### config.mk
export PLATFORM = sky130hd
export DESIGN_NAME = serial_spindle_flag_interface
export DESIGN_NICKNAME = d
export VERILOG_FILES = /design/src/core/spindle_flag_pkg.sv /design/src/core/spindle_channel.sv /design/src/core/serial_spindle_flag_interface.sv
export SDC_FILE = /design/constraint.sdc
export NUM_CORES = 1
export LEC_CHECK = 0
export BUFFER_PORTS_ARGS = -buffer_cell sky130_fd_sc_hd__buf_2
export CORE_UTILIZATION = 53
export CTS_CLUSTER_SIZE = 10
export DETAILED_ROUTE_END_ITERATION = 12
export PLACE_DENSITY = 0.78
export SYNTH_ARGS = -nofsm -noshare
export SYNTH_HDL_FRONTEND = slang
export SYNTH_SLANG_ARGS = --single-unit
### constraint.sdc
create_clock -name clk -period 1.6 [get_ports clk]
set_input_delay 0.4 -clock clk [delete_from_list [all_inputs] [get_ports clk]]
set_output_delay 0.4 -clock clk [all_outputs]
set_load 0.02 [all_outputs]
### src/core/spindle_flag_pkg.sv
// shared constants and carriers of the serial spindle flag interface
package spindle_flag_pkg;

  // spindle counts
  localparam int SERIAL_SPINDLE_MAX = 3;
  localparam int ANALOG_SPINDLE_MAX = 2;

  // command byte indices, in the ladder's input signal space
  localparam logic [7:0] SPINDLE1_COMMAND_FLAGS_IDX = 8'h46;
  localparam logic [7:0] SPINDLE2_COMMAND_FLAGS_IDX = 8'h4A;
  localparam logic [7:0] SPINDLE3_COMMAND_FLAGS_IDX = 8'h4E;

  // status byte indices, in the ladder's output signal space
  localparam logic [7:0] SPINDLE1_STATUS_FLAGS_IDX  = 8'h2D;
  localparam logic [7:0] SPINDLE2_STATUS_FLAGS_IDX  = 8'h31;
  localparam logic [7:0] SPINDLE3_STATUS_FLAGS_IDX  = 8'h35;

  // read space select
  localparam logic SPACE_COMMAND = 1'b0;
  localparam logic SPACE_STATUS  = 1'b1;

  // command byte fields
  localparam int CW_BIT     = 5;
  localparam int CCW_BIT    = 4;
  localparam int ORIENT_BIT = 2;

  // status byte fields
  localparam int SPEED_REACHED_BIT = 4;
  localparam int ORIENT_DONE_BIT   = 2;

  // reset values
  localparam logic [7:0] COMMAND_FLAGS_RESET = 8'h00;
  localparam logic [7:0] STATUS_FLAGS_RESET  = 8'h00;
  localparam logic [7:0] UNMAPPED_READ       = 8'h00;

  // what the controller asks of one servo drive over its bus
  typedef struct packed {
    logic orient;
    logic ccw;
    logic cw;
  } servo_cmd_t;

  localparam servo_cmd_t SERVO_CMD_RESET = '{orient: 1'b0, ccw: 1'b0,
                                              cw: 1'b0};

  // what one servo drive reports back over the bus
  typedef struct packed {
    logic speed_at_target;
    logic orient_complete;
  } servo_fb_t;

  typedef enum logic [2:0] {
    ST_STOP,
    ST_CW,
    ST_CCW,
    ST_ORIENT,
    ST_ORIENTED
  } spindle_mode_t;

endpackage

### src/core/spindle_channel.sv
// per-spindle command decode, orientation sequence and status flags
`timescale 1ns/1ps
`default_nettype none

module spindle_channel #(
  parameter bit SERIAL = 1'b1
) (
  // clock and reset
  input  wire logic                        clk,
  input  wire logic                        sys_rst,
  // ladder side
  input  wire logic [7:0]                  command_flags,
  output logic      [7:0]                  status_flags,
  // servo drive side
  input  wire spindle_flag_pkg::servo_fb_t fb,
  output spindle_flag_pkg::servo_cmd_t     drive
);

  typedef struct packed {
    spindle_flag_pkg::spindle_mode_t mode;
    spindle_flag_pkg::servo_cmd_t    drive;
    logic [7:0]                      status;
  } chan_state_t;

  chan_state_t state_reg;
  chan_state_t state_next;
  logic        cw_bit;
  logic        ccw_bit;
  logic        orient_bit;

  assign cw_bit     = command_flags[spindle_flag_pkg::CW_BIT];
  assign ccw_bit    = command_flags[spindle_flag_pkg::CCW_BIT];
  assign orient_bit = command_flags[spindle_flag_pkg::ORIENT_BIT];

  ////////////////////////////////////////////////////////////////////////////
  always_comb begin
    state_next = state_reg;
    if (orient_bit && SERIAL) begin
      case (state_reg.mode)
        spindle_flag_pkg::ST_ORIENT: begin
          if (fb.orient_complete) begin
            state_next.mode = spindle_flag_pkg::ST_ORIENTED;
          end
        end
        spindle_flag_pkg::ST_ORIENTED: begin
          // finished flag stays up until the ladder drops the start bit
          state_next.mode = spindle_flag_pkg::ST_ORIENTED;
        end
        spindle_flag_pkg::ST_STOP,
        spindle_flag_pkg::ST_CW,
        spindle_flag_pkg::ST_CCW: begin
          state_next.mode = spindle_flag_pkg::ST_ORIENT;
        end
        default: state_next.mode = spindle_flag_pkg::ST_STOP;
      endcase
    end else if (cw_bit && !ccw_bit) begin
      // direction is decoded at once, also when an orientation is released
      state_next.mode = spindle_flag_pkg::ST_CW;
    end else if (ccw_bit && !cw_bit) begin
      state_next.mode = spindle_flag_pkg::ST_CCW;
    end else begin
      // both directions at once is a ladder fault: stop, safest choice
      state_next.mode = spindle_flag_pkg::ST_STOP;
    end
    // speed and direction while orienting come from the drive's own setup
    state_next.drive.cw     = state_next.mode == spindle_flag_pkg::ST_CW;
    state_next.drive.ccw    = state_next.mode == spindle_flag_pkg::ST_CCW;
    state_next.drive.orient = state_next.mode == spindle_flag_pkg::ST_ORIENT;
    state_next.status = spindle_flag_pkg::STATUS_FLAGS_RESET;
    state_next.status[spindle_flag_pkg::SPEED_REACHED_BIT] =
      (state_next.drive.cw || state_next.drive.ccw) &&
      fb.speed_at_target;
    state_next.status[spindle_flag_pkg::ORIENT_DONE_BIT] =
      state_next.mode == spindle_flag_pkg::ST_ORIENTED;
  end

  always_ff @(posedge clk) begin
    if (sys_rst) begin
      state_reg.mode   <= spindle_flag_pkg::ST_STOP;
      state_reg.drive  <= spindle_flag_pkg::SERVO_CMD_RESET;
      state_reg.status <= spindle_flag_pkg::STATUS_FLAGS_RESET;
    end else begin
      state_reg <= state_next;
    end
  end

  assign drive        = state_reg.drive;
  assign status_flags = state_reg.status;
endmodule

`default_nettype wire

### src/core/serial_spindle_flag_interface.sv
// serial spindle flag interface: command and status bytes for three spindles
`timescale 1ns/1ps
`default_nettype none

module serial_spindle_flag_interface #(
  parameter int         SPINDLE_COUNT = spindle_flag_pkg::SERIAL_SPINDLE_MAX,
  parameter logic [2:0] SERIAL_MASK   = 3'h7
) (
  // clock and reset
  input  wire logic                             clk,
  input  wire logic                             sys_rst,
  // ladder command byte writes
  input  wire logic                             wr_en,
  input  wire logic [7:0]                       wr_idx,
  input  wire logic [7:0]                       wr_data,
  // ladder byte reads
  input  wire logic                             rd_space,
  input  wire logic [7:0]                       rd_idx,
  output logic      [7:0]                       rd_data,
  // servo bus, one entry per spindle
  input  wire spindle_flag_pkg::servo_fb_t [2:0] servo_fb,
  output spindle_flag_pkg::servo_cmd_t [2:0]    servo_cmd
);

  typedef struct packed {
    logic [2:0][7:0] command;
    logic [7:0]      rd_data;
  } top_state_t;

  top_state_t      state_reg;
  top_state_t      state_next;
  logic [2:0][7:0] status_bytes;

  // byte indices follow the ladder's own map, not a dense range
  function automatic logic [1:0] cmd_slot(input logic [7:0] idx);
    case (idx)
      spindle_flag_pkg::SPINDLE1_COMMAND_FLAGS_IDX: cmd_slot = 2'h0;
      spindle_flag_pkg::SPINDLE2_COMMAND_FLAGS_IDX: cmd_slot = 2'h1;
      spindle_flag_pkg::SPINDLE3_COMMAND_FLAGS_IDX: cmd_slot = 2'h2;
      default:                                      cmd_slot = 2'h3;
    endcase
  endfunction

  function automatic logic [1:0] status_slot(input logic [7:0] idx);
    case (idx)
      spindle_flag_pkg::SPINDLE1_STATUS_FLAGS_IDX: status_slot = 2'h0;
      spindle_flag_pkg::SPINDLE2_STATUS_FLAGS_IDX: status_slot = 2'h1;
      spindle_flag_pkg::SPINDLE3_STATUS_FLAGS_IDX: status_slot = 2'h2;
      default:                                     status_slot = 2'h3;
    endcase
  endfunction

  ////////////////////////////////////////////////////////////////////////////
  always_comb begin
    logic [1:0] wslot;
    logic [1:0] rslot;
    wslot = cmd_slot(wr_idx);
    rslot = 2'h3;
    state_next = state_reg;
    // spindles past the configured count keep their bytes at reset value
    if (wr_en && wslot != 2'h3 && int'(wslot) < SPINDLE_COUNT) begin
      state_next.command[wslot] = wr_data;
    end
    state_next.rd_data = spindle_flag_pkg::UNMAPPED_READ;
    if (rd_space == spindle_flag_pkg::SPACE_COMMAND) begin
      rslot = cmd_slot(rd_idx);
      if (rslot != 2'h3) begin
        state_next.rd_data = state_reg.command[rslot];
      end
    end else begin
      rslot = status_slot(rd_idx);
      if (rslot != 2'h3) begin
        state_next.rd_data = status_bytes[rslot];
      end
    end
  end

  always_ff @(posedge clk) begin
    if (sys_rst) begin
      state_reg.command <= {3{spindle_flag_pkg::COMMAND_FLAGS_RESET}};
      state_reg.rd_data <= spindle_flag_pkg::UNMAPPED_READ;
    end else begin
      state_reg <= state_next;
    end
  end

  assign rd_data = state_reg.rd_data;

  ////////////////////////////////////////////////////////////////////////////
  // three channels; an analog spindle is a channel with SERIAL clear
  for (genvar i = 0; i < 3; i++) begin : g_spindle
    spindle_channel #(
      .SERIAL (SERIAL_MASK[i])
    ) u_channel (
      .clk           (clk),
      .sys_rst       (sys_rst),
      .command_flags (state_reg.command[i]),
      .status_flags  (status_bytes[i]),
      .fb            (servo_fb[i]),
      .drive         (servo_cmd[i])
    );
  end
endmodule

`default_nettype wire

=== Word-level counts from Yosys, hierarchy flattened ===
Index checks and enable logic that the tools add are counted.

* Order comparisons: 5
* Eq/ne operators: 36
* Multiplexer cells: 30
* Reduce and logical (&&, ||, !) cells: 27

{| class="wikitable"
|+ Operator list
! cell !! number
|-
| $eq 8x7->1 const B || 6
|-
| $mux 8 || 6
|-
| $eq 3x2->1 const B || 12
|-
| $bmux 8 s2 || 2
|-
| $mux 3 || 9
|-
| $pmux 3 s3 || 3
|-
| $bwmux 24 || 1
|-
| $eq 8x6->1 const B || 3
|-
| $eq 3x1->1 const B || 6
|-
| $eq 3x3->1 const B || 6
|-
| $pmux 2 s3 || 3
|-
| $demux 8 s2 || 1
|-
| $logic_and 1x1->1 || 12
|-
| $mux 2 || 5
|-
| $logic_not 3->1 || 3
|-
| $lt 2x3->1 const B || 3
|-
| $reduce_or 3->1 || 3
|-
| $logic_not 1->1 || 6
|-
| $ne 2x2->1 const B || 3
|-
| $logic_or 1x1->1 || 3
|-
| $ge 2x1->1 const B || 1
|-
| $lt 2x2->1 const B || 1
|}

* Bits in registers: 74
* Bits of input ports: 34
* Word-level logic and storage cells: 120

=== Longest topological paths before layout ===
Gate-level depths: netlist (run 1).

* Depth in word-level cells: 8
* Mapped depth: 5

=== By module ===
Synthesis (run 1) repeated with hierarchy kept, for this count alone.

* Cells, all modules: 268
* Area, all modules: 2766.4 um2

{| class="wikitable"
|+ Modules (own cells, without submodules)
! module !! times used !! cells an instance !! area each (um2) !! seq. area each (um2)
|-
| serial_spindle_flag_interface || 1 || 166 || 1715.4 || 640.6
|-
| spindle_channel || 3 || 34 || 350.3 || 160.2
|}

=== Worst setup path after synthesis (run 1) ===
OpenSTA, ideal clock, no wires.

* Kind: input to register
* Start point: input rd_idx[7]
* End point: register rd_data[4] (netlist name)
* Setup time: 0.070 ns
* Arrival time: 1.309 ns
* Path slack: 0.222 ns
* Cell stages on the path: 4
* Buffers on the path: 0
* Cells stage by stage: or3b_1 > a211o_1 > a211o_1 > o21ai_2

* Word-level cells in the longest chain between the ends: 7
* Elaborated cells on any way between the ends: 19
* Those cells by class: eq/ne: 8; mux: 11

{| class="wikitable"
|+ RTL lines
! item !! RTL line !! source
|-
| start: declaration || serial_spindle_flag_interface.sv:18 || <nowiki>input wire logic [7:0] rd_idx,</nowiki>
|-
| $eq 8x7->1 / $eq 8x6->1 (equally long branches) || serial_spindle_flag_interface.sv:36, serial_spindle_flag_interface.sv:45 ||
|-
| $pmux 2 s3 (on tied branches) || serial_spindle_flag_interface.sv:36, serial_spindle_flag_interface.sv:45 ||
|-
| $mux 2 || serial_spindle_flag_interface.sv:65 || <nowiki>if (rd_space == spindle_flag_pkg::SPACE_COMMAND) begin</nowiki>
|-
| $bmux 8 s2 (on tied branches) || serial_spindle_flag_interface.sv:68, serial_spindle_flag_interface.sv:73 ||
|-
| $mux 8 (on tied branches) || serial_spindle_flag_interface.sv:68, serial_spindle_flag_interface.sv:73 ||
|-
| $mux 8 (on tied branches) || serial_spindle_flag_interface.sv:67, serial_spindle_flag_interface.sv:72 ||
|-
| $mux 8 * || serial_spindle_flag_interface.sv:65 ||
|}

Mark *: on every way between the ends. The rest lies on a longest branch, timed or not. The select of a mux whose other input is x is not followed.
A chain may end at the register's enable or synchronous reset.

=== Final worst setup path (run 1) ===
* Start point: input rd_idx[7]
* End point: register rd_data[4] (netlist name)

* Word-level cells in the longest chain between the ends: 7
* Elaborated cells on any way between the ends: 19
* Those cells by class: eq/ne: 8; mux: 11

{| class="wikitable"
|+ RTL lines
! item !! RTL line
|-
| $eq 8x7->1 / $eq 8x6->1 (equally long branches) || serial_spindle_flag_interface.sv:36, serial_spindle_flag_interface.sv:45
|-
| $pmux 2 s3 (on tied branches) || serial_spindle_flag_interface.sv:36, serial_spindle_flag_interface.sv:45
|-
| $mux 2 || serial_spindle_flag_interface.sv:65
|-
| $bmux 8 s2 (on tied branches) || serial_spindle_flag_interface.sv:68, serial_spindle_flag_interface.sv:73
|-
| $mux 8 (on tied branches) || serial_spindle_flag_interface.sv:68, serial_spindle_flag_interface.sv:73
|-
| $mux 8 (on tied branches) || serial_spindle_flag_interface.sv:67, serial_spindle_flag_interface.sv:72
|-
| $mux 8 * || serial_spindle_flag_interface.sv:65
|}

Marked as above.

==> summary.md, run 1 <==
| Metric | Value |
|---|---|
| Final setup TNS | 0 ns |
| Synthesized instance count | 214 |
| Die ar. | between 4000 and 5000 um2 |
| Die height | between 60 and 70 um |
| Hold Crit Start | servo_fb[5] |
| Vias in the first global route | 1,434 |
| Iter 0 DRT Violations | 56 |
| Worst Hold Depth | 2 |
| I/O Buffers | 50 |
| Via density | slightly above 5 |
| Worst slack, placed | 0.0705 ns |
| Clock-pin slew on the worst setup and hold paths | around 0.10 ns |
| GPL Wtd Cong | a little over 0.7 |
| Max cap viols | 0 |
| Ys Warns | 0 |
| Crit share post-route | between 70 and 80% |
| PnR worst setup slack | ~0.40 ns |
| Largest net degree at the start of global routing | 38 |
| HP Class | input pin to flop |
| Reg-to-Reg End | g_spindle[2].u_channel.state_reg[12] |
| Max-slew violations | 0 |
| Post-place instance area | 2520 um2 |
| Dpl hpwl | between 2000 and 3000 um |
| Tot Pwr | between 2 and 2.5 mW |
| DRC | 0 |
| # setup viols final | 0 |
| Clock Skew | roughly 0.009 ns |
| Hold Violations, Final | 0 |
| Setup bufs post-CTS | 0 |
| Total Routing Usage GR | between 10% and 20% |
| Diode count | 0 |
| Router iterations before antenna repair | 4 |
| Area leader, netlist | dfxtp_1 |
| # H-tree levels | 2 |
| Routed wire length | approximately 4100 um |
| Fmax | roughly 830 MHz |
| Via count | roughly 1,600 |
| Final ANT Viol Nets | 0 |
| CP arrival | between 1 and 1.5 ns |
| Mux cell area share after synthesis | roughly 17% |
| RSZ-0062 raised after global routing | false |
| Overflow after GRT | 0 |
| I/O pin total | slightly above 50 |
| Post-CTS resize count | 0 |
| Compound-gate portion of the synthesized area | 5.20% |
| Final non-filler cell area | approximately 2600 um2 |
| Crit-path max FO | 3 |
| Antenna violations before repair | 0 |
| Status | completed |
| Worst setup EP type | flop |
| CTS tree | yes |
| Row count | 23 |
| # clock sinks | 56 |
| Number of fillers in the final layout | around 340 |
| Top cells by area, synth | dfxtp_1 (50%), mux2i_1 (13%), nor2_1 (6.8%), mux2_2 (3.5%), nor4b_1 (3.5%) |
| Leakage power | between 1 and 1.5 nW |
| Yosys reg bits | 56 |
| TritonCTS buffer count | 5 |
| Share of layout cells above drive strength 1 | approximately 30% |
| Synth Area in XOR/XNOR | 1.16% |
| RR Startpoint | state_reg[26] |
| Clk root buf | clkbuf_8 |
| Adder-cell share of the synthesized area | 0% |
| Hold buffer count at cts | 0 |
| Largest family of logic cells by synthesized area | simple AND/OR/NAND/NOR gates |
| Peak VDD IR | 727 uV |
| Synthesized Nets | 248 |
| Yosys top cell area share | about half |
| Buffer depth of the longest clock path | 2 |
| Starting Density | around 56% |
| Critical Path RT | around 1.9 ns |
| Synth Area in Simple Gates | a little over a fifth |
| Slew of the pin with the lowest slew margin | around 0.39 ns |
| Nets | slightly below 300 |
| Synth cell types | 34 |
| Synthesized area | approximately 2300 um2 |
| Register area share after synthesis | between 40% and 50% |
| Avg WL per Cell | between 10 and 15 um |
| Relative slew slack | between 70% and 80% |
| Syn-to-layout area delta | 16.6% |
| Pwr per Cell Area | 935 nW/um2 |
| Hold Path Sink | g_spindle[2].u_channel.status_flags[4] |
| Clk_lat worst skew | between 0.3 and 0.4 ns |
| Core Footprint | ~4000 um2 |
| CP Class | input pin to flop |
| First-pass GRT wire length | about 6400 um |
| Largest register FFs | 24 |
| Die width | ~67 um |
| Period minus WS final | roughly 1.2 ns |
| Worst reg-to-reg setup slack | roughly 0.52 ns |
| Syn_area_per_cell | 10.6 um2 |
| Startpoint types | input pin |
| R2R cell count | 3 |
-- logic make-up after synthesis --
family          count (synthesis)
simple gates                   81
buf+inv                        22
flops                          56
xor+xnor                        3
compound gates                 15
mux                            37
-- worst max-delay path by stage --
stage | slack, ns | endpoint | start | depth (start not counted)
3_5_place_dp | 0.07 | rd_data[2] | rd_idx[7] | 5
5_1_grt | 0.32 | rd_data[2] | rd_idx[2] | 5
4_1_cts | 0.37 | servo_cmd[6] | g_spindle[2].u_channel.drive[0] | 1
2_1_floorplan | 0.22 | rd_data[4] | rd_idx[7] | 4
3_3_place_gp | 0.1 | rd_data[4] | rd_idx[7] | 5
6_report | 0.40 | rd_data[4] | rd_idx[7] | 5
-- through the flow --
stage | util, % | instances | hold WS (ns)
after floorplan | - | 214 | 0.458
after CTS | 65.0 | 312 | 0.332
after detailed placement | 62.0 | 304 | 0.480
after global routing | 65.0 | 312 | 0.333
after global placement | 62.0 | 304 | 0.471
final | 65.0 | 312 | 0.344
-- critical path: stages --
cell and delay [ns]:
buf_2 0.11, or3b_1 0.37, a211o_1 0.25, a211o_1 0.28
o21ai_2 0.05
-- synth_stat cells --
cell,n
o21ai_0,1
dfxtp_1,56
and3_1,3
and4bb_1,1
nor2_1,41
buf_2,5
nand3b_1,1
o21ai_2,1
nand2_1,1
buf_6,3
or3b_1,2
nor3b_2,1
clkbuf_1,1
a22oi_1,7
nand4bb_1,1
o211ai_1,1
nor2b_1,1
mux2i_1,30
nor4bb_1,1
and4bb_2,1
or3_1,3
o21ai_1,1
nor4b_1,9
xnor2_1,3
inv_1,4
a211o_1,3
nand2b_1,9
nand4b_1,3
or2b_1,1
a211oi_2,1
buf_4,9
nand4_2,1
nor4_1,1
mux2_2,7
-- cell usage in the layout, fill, tap and decap left out, types with 2 or more instances in the layout --
cell type / Yosys / routed
a211o_1: 3 / 3
mux2i_1: 30 / 30
xnor2_1: 3 / 3
or3_1: 3 / 3
mux2_2: 7 / 7
or3b_1: 2 / 2
buf_2: 5 / 50
dfxtp_1: 56 / 56
nor4b_1: 9 / 9
a22oi_1: 7 / 7
nor2_1: 41 / 41
buf_4: 9 / 7
inv_1: 4 / 4
nand2b_1: 9 / 9
nand4b_1: 3 / 3
clkbuf_8: 0 / 6
and3_1: 3 / 3
-- final cells by class --
type / instances / area, um2 / area share, %
sequential: 56 / 1120 / 42.5
multi-input combinational: 136 / 996 / 37.7
timing repair buffer: 58 / 323 / 12.2
clock buffer: 6 / 82.6 / 3.13
tap: 50 / 62.6 / 2.37
clock inverter: 2 / 38.8 / 1.47
inverter: 4 / 15.0 / 0.569
-- power breakdown --
part           internal (mW)  leakage [nW]  switching, mW
clock                  0.512        0.0614          0.440
sequential              1.39         0.451       0.000797
combinational         0.0592         0.779         0.0613
-- per-layer routing --
layer	vias to the layer above	global-route usage, %	routed length (um)
li1	834	-	-
met1	740	22.7	1810
met2	42	33.9	2010
met3	4	5.74	196
met4	0	7.98	43
met5	-	0	0
No activity file was read; power rests on OpenSTA's default activity.
==> run 2: changes to the inputs <==
Clock period 1.6 ns to 1.24 ns, I/O delays scaled along.
==> run 2 against run 1 <==
Against the previous run: total power up 27%; critical path depth is 1 higher; count of clock-buffer cells in the layout unchanged; worst hold slack worse by 0.080 ns; design area rose by 1.5%; sequential cell count did not move; global-route usage up 1.2 points; largest power group unchanged.
==> summary.md, run 2 (same netlist as run 1, synthesis figures left out) <==
| Metric | Value |
|---|---|
| Worst setup EP type | flop |
| HP Class | input pin to flop |
| Worst setup endpoint | state_reg[30] |
| Largest net degree at the start of global routing | 19 |
| # clock sinks | 56 |
| I/O pin total | 51 |
| Biggest cell delay along the critical path | around 0.25 ns |
| Reg-to-Reg End | g_spindle[0].u_channel.state_reg[12] |
| DRC | 0 |
| Clk root buf | clkbuf_8 |
| Pwr per Cell Area | between 1000 and 1500 nW/um2 |
| Nets | 301 |
| CP Class | input pin to flop |
| Beginning of the critical path | wr_idx[0] |
| Fmax | between 800 and 900 MHz |
| CP bufs+invs | 2 |
| Die ar. | approximately 4500 um2 |
| Die height | slightly below 70 um |
| Clk_lat worst skew | around 0.31 ns |
| Crit path max-delay family | simple AND/OR/NAND/NOR gates |
| # setup viols final | 0 |
| Commonest cells after routing, fill and taps aside | dfxtp_1 (56), buf_2 (50), nor2_1 (41), mux2i_1 (30), buf_4 (13) |
| Row count | 23 |
| Post-place instance area | 2570 um2 |
| Final setup TNS | 0 ns |
| CTS tree | yes |
| Buffer depth of the longest clock path | 2 |
| Critical Path RT | around 1.4 ns |
| Final ANT Viol Nets | 0 |
| Fin util | 66.0% |
| Slew of the pin with the lowest slew margin | 0.412 ns |
| Wire length on met2 | 2010 um |
| Setup bufs post-CTS | 0 |
| # H-tree levels | 2 |
| Worst reg-to-reg setup slack | around 0.15 ns |
| Vias in the first global route | roughly 1,600 |
| RSZ-0062 raised after global routing | false |
| RR Startpoint | state_reg[10] |
| Leakage power | between 1 and 1.5 nW |
| Largest register FFs | 24 |
| Status | completed |
| Diode count | 0 |
| WL met3 | ~140 um |
| Period minus WS final | ~1.2 ns |
| Antenna violations before repair | 0 |
| Peak VDD IR | between 800 and 900 uV |
| Die width | slightly below 70 um |
| GPL Wtd Cong | ~0.75 |
| Routed wire length | between 4000 and 5000 um |
| Final non-filler cell area | roughly 2700 um2 |
| Dpl hpwl | 3010 um |
| Via count | about 1,600 |
| Share of layout cells above drive strength 1 | a little under a third |
| Syn-to-layout area delta | 18.4% |
| Max cap viols | 0 |
| Crit path cell chain | buf_2, nor3b_2, buf_4, nand4_4, mux2i_1, nor2_1 |
| Core Footprint | about 4000 um2 |
| TritonCTS buffer count | 5 |
| Number of fillers in the final layout | between 300 and 400 |
| Crit share post-route | around 93% |
| Max Used Layer | met4 |
| Metal-1 WL | 2010 um |
| Final non-filler cell total | around 320 |
| CP arrival | 1.35 ns |
| Crit-path max FO | 8 |
| Placed Instances | 310 |
| Max-slew violations | 0 |
| I/O Buffers | 50 |
| Hold buffer count at cts | 0 |
| Hold Violations, Final | 0 |
| Reg area | approximately 1100 um2 |
| Via density | 5.13 |
| Startpoint types | input pin |
| Commonest non-fill, non-tap cell in the layout | dfxtp_1 |
| Post-CTS resize count | 0 |
| Relative slew slack | 72.2% |
| Clock-pin slew on the worst setup and hold paths | ~0.1 ns |
| Iter 0 DRT Violations | 56 |
| Router iterations before antenna repair | 4 |
| First-pass GRT wire length | 6920 um |
| Avg WL per Cell | between 10 and 15 um |
| Slowest stage cell, crit path | nor3b_2 |
| Starting Density | between 50 and 60% |
| Total Routing Usage GR | approximately a fifth |
| R2R cell count | 3 |
| Critical path depth | 6 |
| Clock Skew | around 0.011 ns |
| Overflow after GRT | 0 |
| Multi-input logic area | 1000 um2 |
[run 2: cell count changes in the layout (fill, tap and decap cells not counted)]
cell,before,now
buf_4,7,13
nand4_2,1,0
clkinv_2,0,1
clkinv_4,1,0
clkbuf_8,6,5
nand4_4,0,1
clkbuf_1,0,1
[run 2: through the flow]
| stage | power [mW] | hold slack, ns | worst slack [ns] |
|---|---|---|---|
| after global placement | 2.01 | 0.468 | -0.172 |
| after floorplan | 1.91 | 0.454 | -0.00725 |
| after CTS | 3.14 | 0.261 | 0.0833 |
| after global routing | 3.24 | 0.250 | 0.0344 |
| final | 3.12 | 0.264 | 0.0858 |
| after detailed placement | 2.01 | 0.483 | -0.230 |
[run 2: worst min path at each step]
stage | startpoint | endpoint | slack, ns | cells past startpoint
6_report | servo_fb[5] | g_spindle[2].u_channel.status_flags[4] | 0.26 | 2
5_1_grt | servo_fb[5] | g_spindle[2].u_channel.status_flags[4] | 0.25 | 2
4_1_cts | servo_fb[5] | g_spindle[2].u_channel.status_flags[4] | 0.26 | 2
3_5_place_dp | state_reg[24] | state_reg[24] | 0.48 | 2
3_3_place_gp | state_reg[27] | state_reg[27] | 0.47 | 2
2_1_floorplan | wr_data[2] | state_reg[10] | 0.45 | 2
[run 2: power by group]
| group | total [mW] | internal, mW | switching [mW] |
|---|---|---|---|
| registers | 1.80 | 1.80 | 0.00105 |
| logic | 0.172 | 0.0877 | 0.0842 |
| clock network | 1.15 | 0.600 | 0.553 |
| total | 3.12 | 2.49 | 0.638 |
[run 2: worst reg2reg max path, stage by stage, from the launching register on]
cell,delay [ns]
dfxtp_1,0.44
nand2b_1,0.12
or3_1,0.38
nand2b_1,0.10
[run 2: layout make-up]
| cell class | instances | area share, % |
|---|---|---|
| Tap cell | 50 | 2.34 |
| Multi-Input combinational cell | 136 | 37.5 |
| Clock inverter | 2 | 1.31 |
| Sequential cell | 56 | 41.8 |
| Inverter | 4 | 0.560 |
| Timing Repair Buffer | 64 | 13.7 |
| Clock buffer | 6 | 2.71 |
[run 2: routing by layer]
layer  GRT usage [%]  vias up
met2            35.5       36
li1                -      846
met1            25.2      741
met5               0        -
met4            8.24        0
met3            5.07        7
==> run 3: changes to the inputs <==
Clock period 1.24 ns to 1.1 ns, I/O delays scaled along.
==> run 3 against run 2 <==
Against the previous run: sequential power is 13% higher; routed wire length is 4.7% higher; sequential cell count stayed put; core utilization is 1.4 points higher; critical path depth stayed put; final cell count is 1.6% higher; total power is 6.6% higher; largest cell class unchanged; largest power group unchanged.
==> summary.md, run 3 (same netlist as run 1, synthesis figures left out) <==
| Metric | Value |
|---|---|
| Status | completed |
| Fmax | 942 MHz |
| CP Class | input pin to flop |
| HP Class | input pin to flop |
| First-pass GRT wire length | between 6000 and 7000 um |
| Peak VDD IR | 873 uV |
| Reg-to-Reg End | rd_data[4] |
| Final setup TNS | 0 ns |
| Buffer depth of the longest clock path | 2 |
| RSZ-0062 raised after global routing | true |
| Nets | ~310 |
| Via density | 5.27 |
| CP bufs+invs | 2 |
| Slew of the pin with the lowest slew margin | roughly 0.40 ns |
| Crit-path max FO | 8 |
| Max cap viols | 0 |
| Startpoint types | input pin |
| Largest register FFs | 24 |
| Die ar. | 4530 um2 |
| Overflow after GRT | 0 |
| Hold Crit Start | servo_fb[3] |
| TritonCTS buffer count | 5 |
| # setup viols final | 0 |
| Row count | 23 |
| Largest net degree at the start of global routing | 18 |
| Hold Violations, Final | 0 |
| # H-tree levels | 2 |
| Crit path cell chain | buf_2, and4bb_1, nand4b_1, buf_4, mux2i_1, nor2_1 |
| # clock sinks | 56 |
| CP arrival | between 1 and 1.5 ns |
| Antenna violations before repair | 0 |
| Commonest non-fill, non-tap cell in the layout | dfxtp_1 |
| I/O Buffers | 50 |
| Clock Skew | about 0.0087 ns |
| Core Footprint | about 4100 um2 |
| Number of fillers in the final layout | slightly above 300 |
| I/O pin total | 51 |
| Worst reg-to-reg setup slack | roughly 0.06 ns |
| Vias in the first global route | approximately 1,500 |
| Via count | between 1,500 and 2,000 |
| Clk root buf | clkbuf_8 |
| Relative slew slack | around 73% |
| Share of layout cells above drive strength 1 | 34.1% |
| Hold buffer count at cts | 0 |
| Worst Hold Depth | 2 |
| Critical path depth | 6 |
| Dpl hpwl | between 3000 and 4000 um |
| Hold Worst Slack | between 0.2 and 0.25 ns |
| Starting Density | between 50% and 60% |
| Routed wire length | roughly 4400 um |
| Period minus WS final | ~1.1 ns |
| Final ANT Viol Nets | 0 |
| Syn-to-layout area delta | 21.0% |
| Slowest stage cell, crit path | and4bb_1 |
| Diode count | 0 |
| Total Routing Usage GR | a little over a fifth |
| Iter 0 DRT Violations | 64 |
| GPL Wtd Cong | approximately 0.8 |
| Clock-pin slew on the worst setup and hold paths | 0.10 ns |
| Commonest cells after routing, fill and taps aside | dfxtp_1 (54), buf_2 (44), nor2_1 (41), mux2i_1 (30), buf_4 (23) |
| Avg WL per Cell | between 10 and 15 um |
| Worst setup EP type | flop |
| RR Startpoint | state_reg[28] |
| DRC | 0 |
| Biggest cell delay along the critical path | 0.34 ns |
| Router iterations before antenna repair | 4 |
| Pwr per Cell Area | roughly 1200 nW/um2 |
| CTS tree | yes |
| Max-slew violations | 0 |
| Crit path max-delay family | simple AND/OR/NAND/NOR gates |
| Clk_lat worst skew | 0.31 ns |
| Hold Path Sink | g_spindle[1].u_channel.status_flags[4] |
| Die height | ~67 um |
| R2R cell count | 3 |
| Crit share post-route | 96.5% |
| Leakage power | 1.34 nW |
| Die width | slightly below 70 um |
| Critical Path RT | roughly 1.3 ns |
==> run 3: cell count changes in the layout (fill, tap and decap cells not counted), moves of 2 or more <==
cell | previous run | this run
dfxtp_1 | 56 | 54
dfxtp_2 | 0 | 2
buf_2 | 50 | 44
buf_4 | 13 | 23
==> run 3: where the power goes <==
part / internal (mW) / switching, mW
sequential: 2.03 / 0.00121
combinational: 0.111 / 0.101
clock: 0.445 / 0.645
==> run 3: metal layers <==
layer	vias to the layer above	part of all wire, %	GRT usage (%)
li1	856	-	-
met1	808	44	24.4
met2	30	50	36.4
met3	7	4.2	6.08
met4	0	1.5	7.98
met5	-	0	0
==> run 3: how the worst max path moves through the flow <==
stage	slack (ns)	from	end
floorplan	-0.11	rd_idx[7]	rd_data[4]
global placement	-0.29	wr_idx[0]	state_reg[24]
detailed placement	-0.32	wr_idx[0]	state_reg[26]
CTS	0.01	wr_idx[0]	state_reg[26]
global route	-0.01	wr_idx[0]	state_reg[30]
finish	0.04	wr_idx[7]	state_reg[9]
==> run 3: worst reg2reg max path: stages (launching register included) <==
cell     delay [ns]
dfxtp_1        0.37
mux2_2         0.28
a22oi_1        0.21
o21ai_2        0.07
==> run 3: layout make-up <==
cell class | count | area, um2 | share of cell area [%]
flip-flops and latches | 56 | 1120 | 41.0
multi-input cells | 136 | 1020 | 37.4
repair buffers | 69 | 424 | 15.5
clock buffers | 5 | 68.8 | 2.51
well taps | 50 | 62.6 | 2.29
clock inverters | 3 | 18.8 | 0.686
inverters | 4 | 15.0 | 0.548
==> run 3: through the flow <==
step / worst slack (ns) / total power [mW] / util [%] / cell area [um2] / instances
2_1_floorplan: -0.112 / 2.16 / - / 2290 / 214
3_3_place_gp: -0.293 / 2.28 / 64.5 / 2620 / 315
3_5_place_dp: -0.320 / 2.28 / 64.5 / 2620 / 315
4_1_cts: 0.00978 / 3.35 / 66.7 / 2710 / 323
5_1_grt: -0.0113 / 3.47 / 67.5 / 2740 / 323
6_report: 0.0380 / 3.33 / 67.5 / 2740 / 323
==> run 3: what timing repair did <==
action / CTS / global route
pin swaps: 1 / 2
endpoints found under the setup margin: 3 / 11
resized for setup: 1 / 9
buffers inserted: 0 / 0
endpoints found under the hold margin: 0 / 0
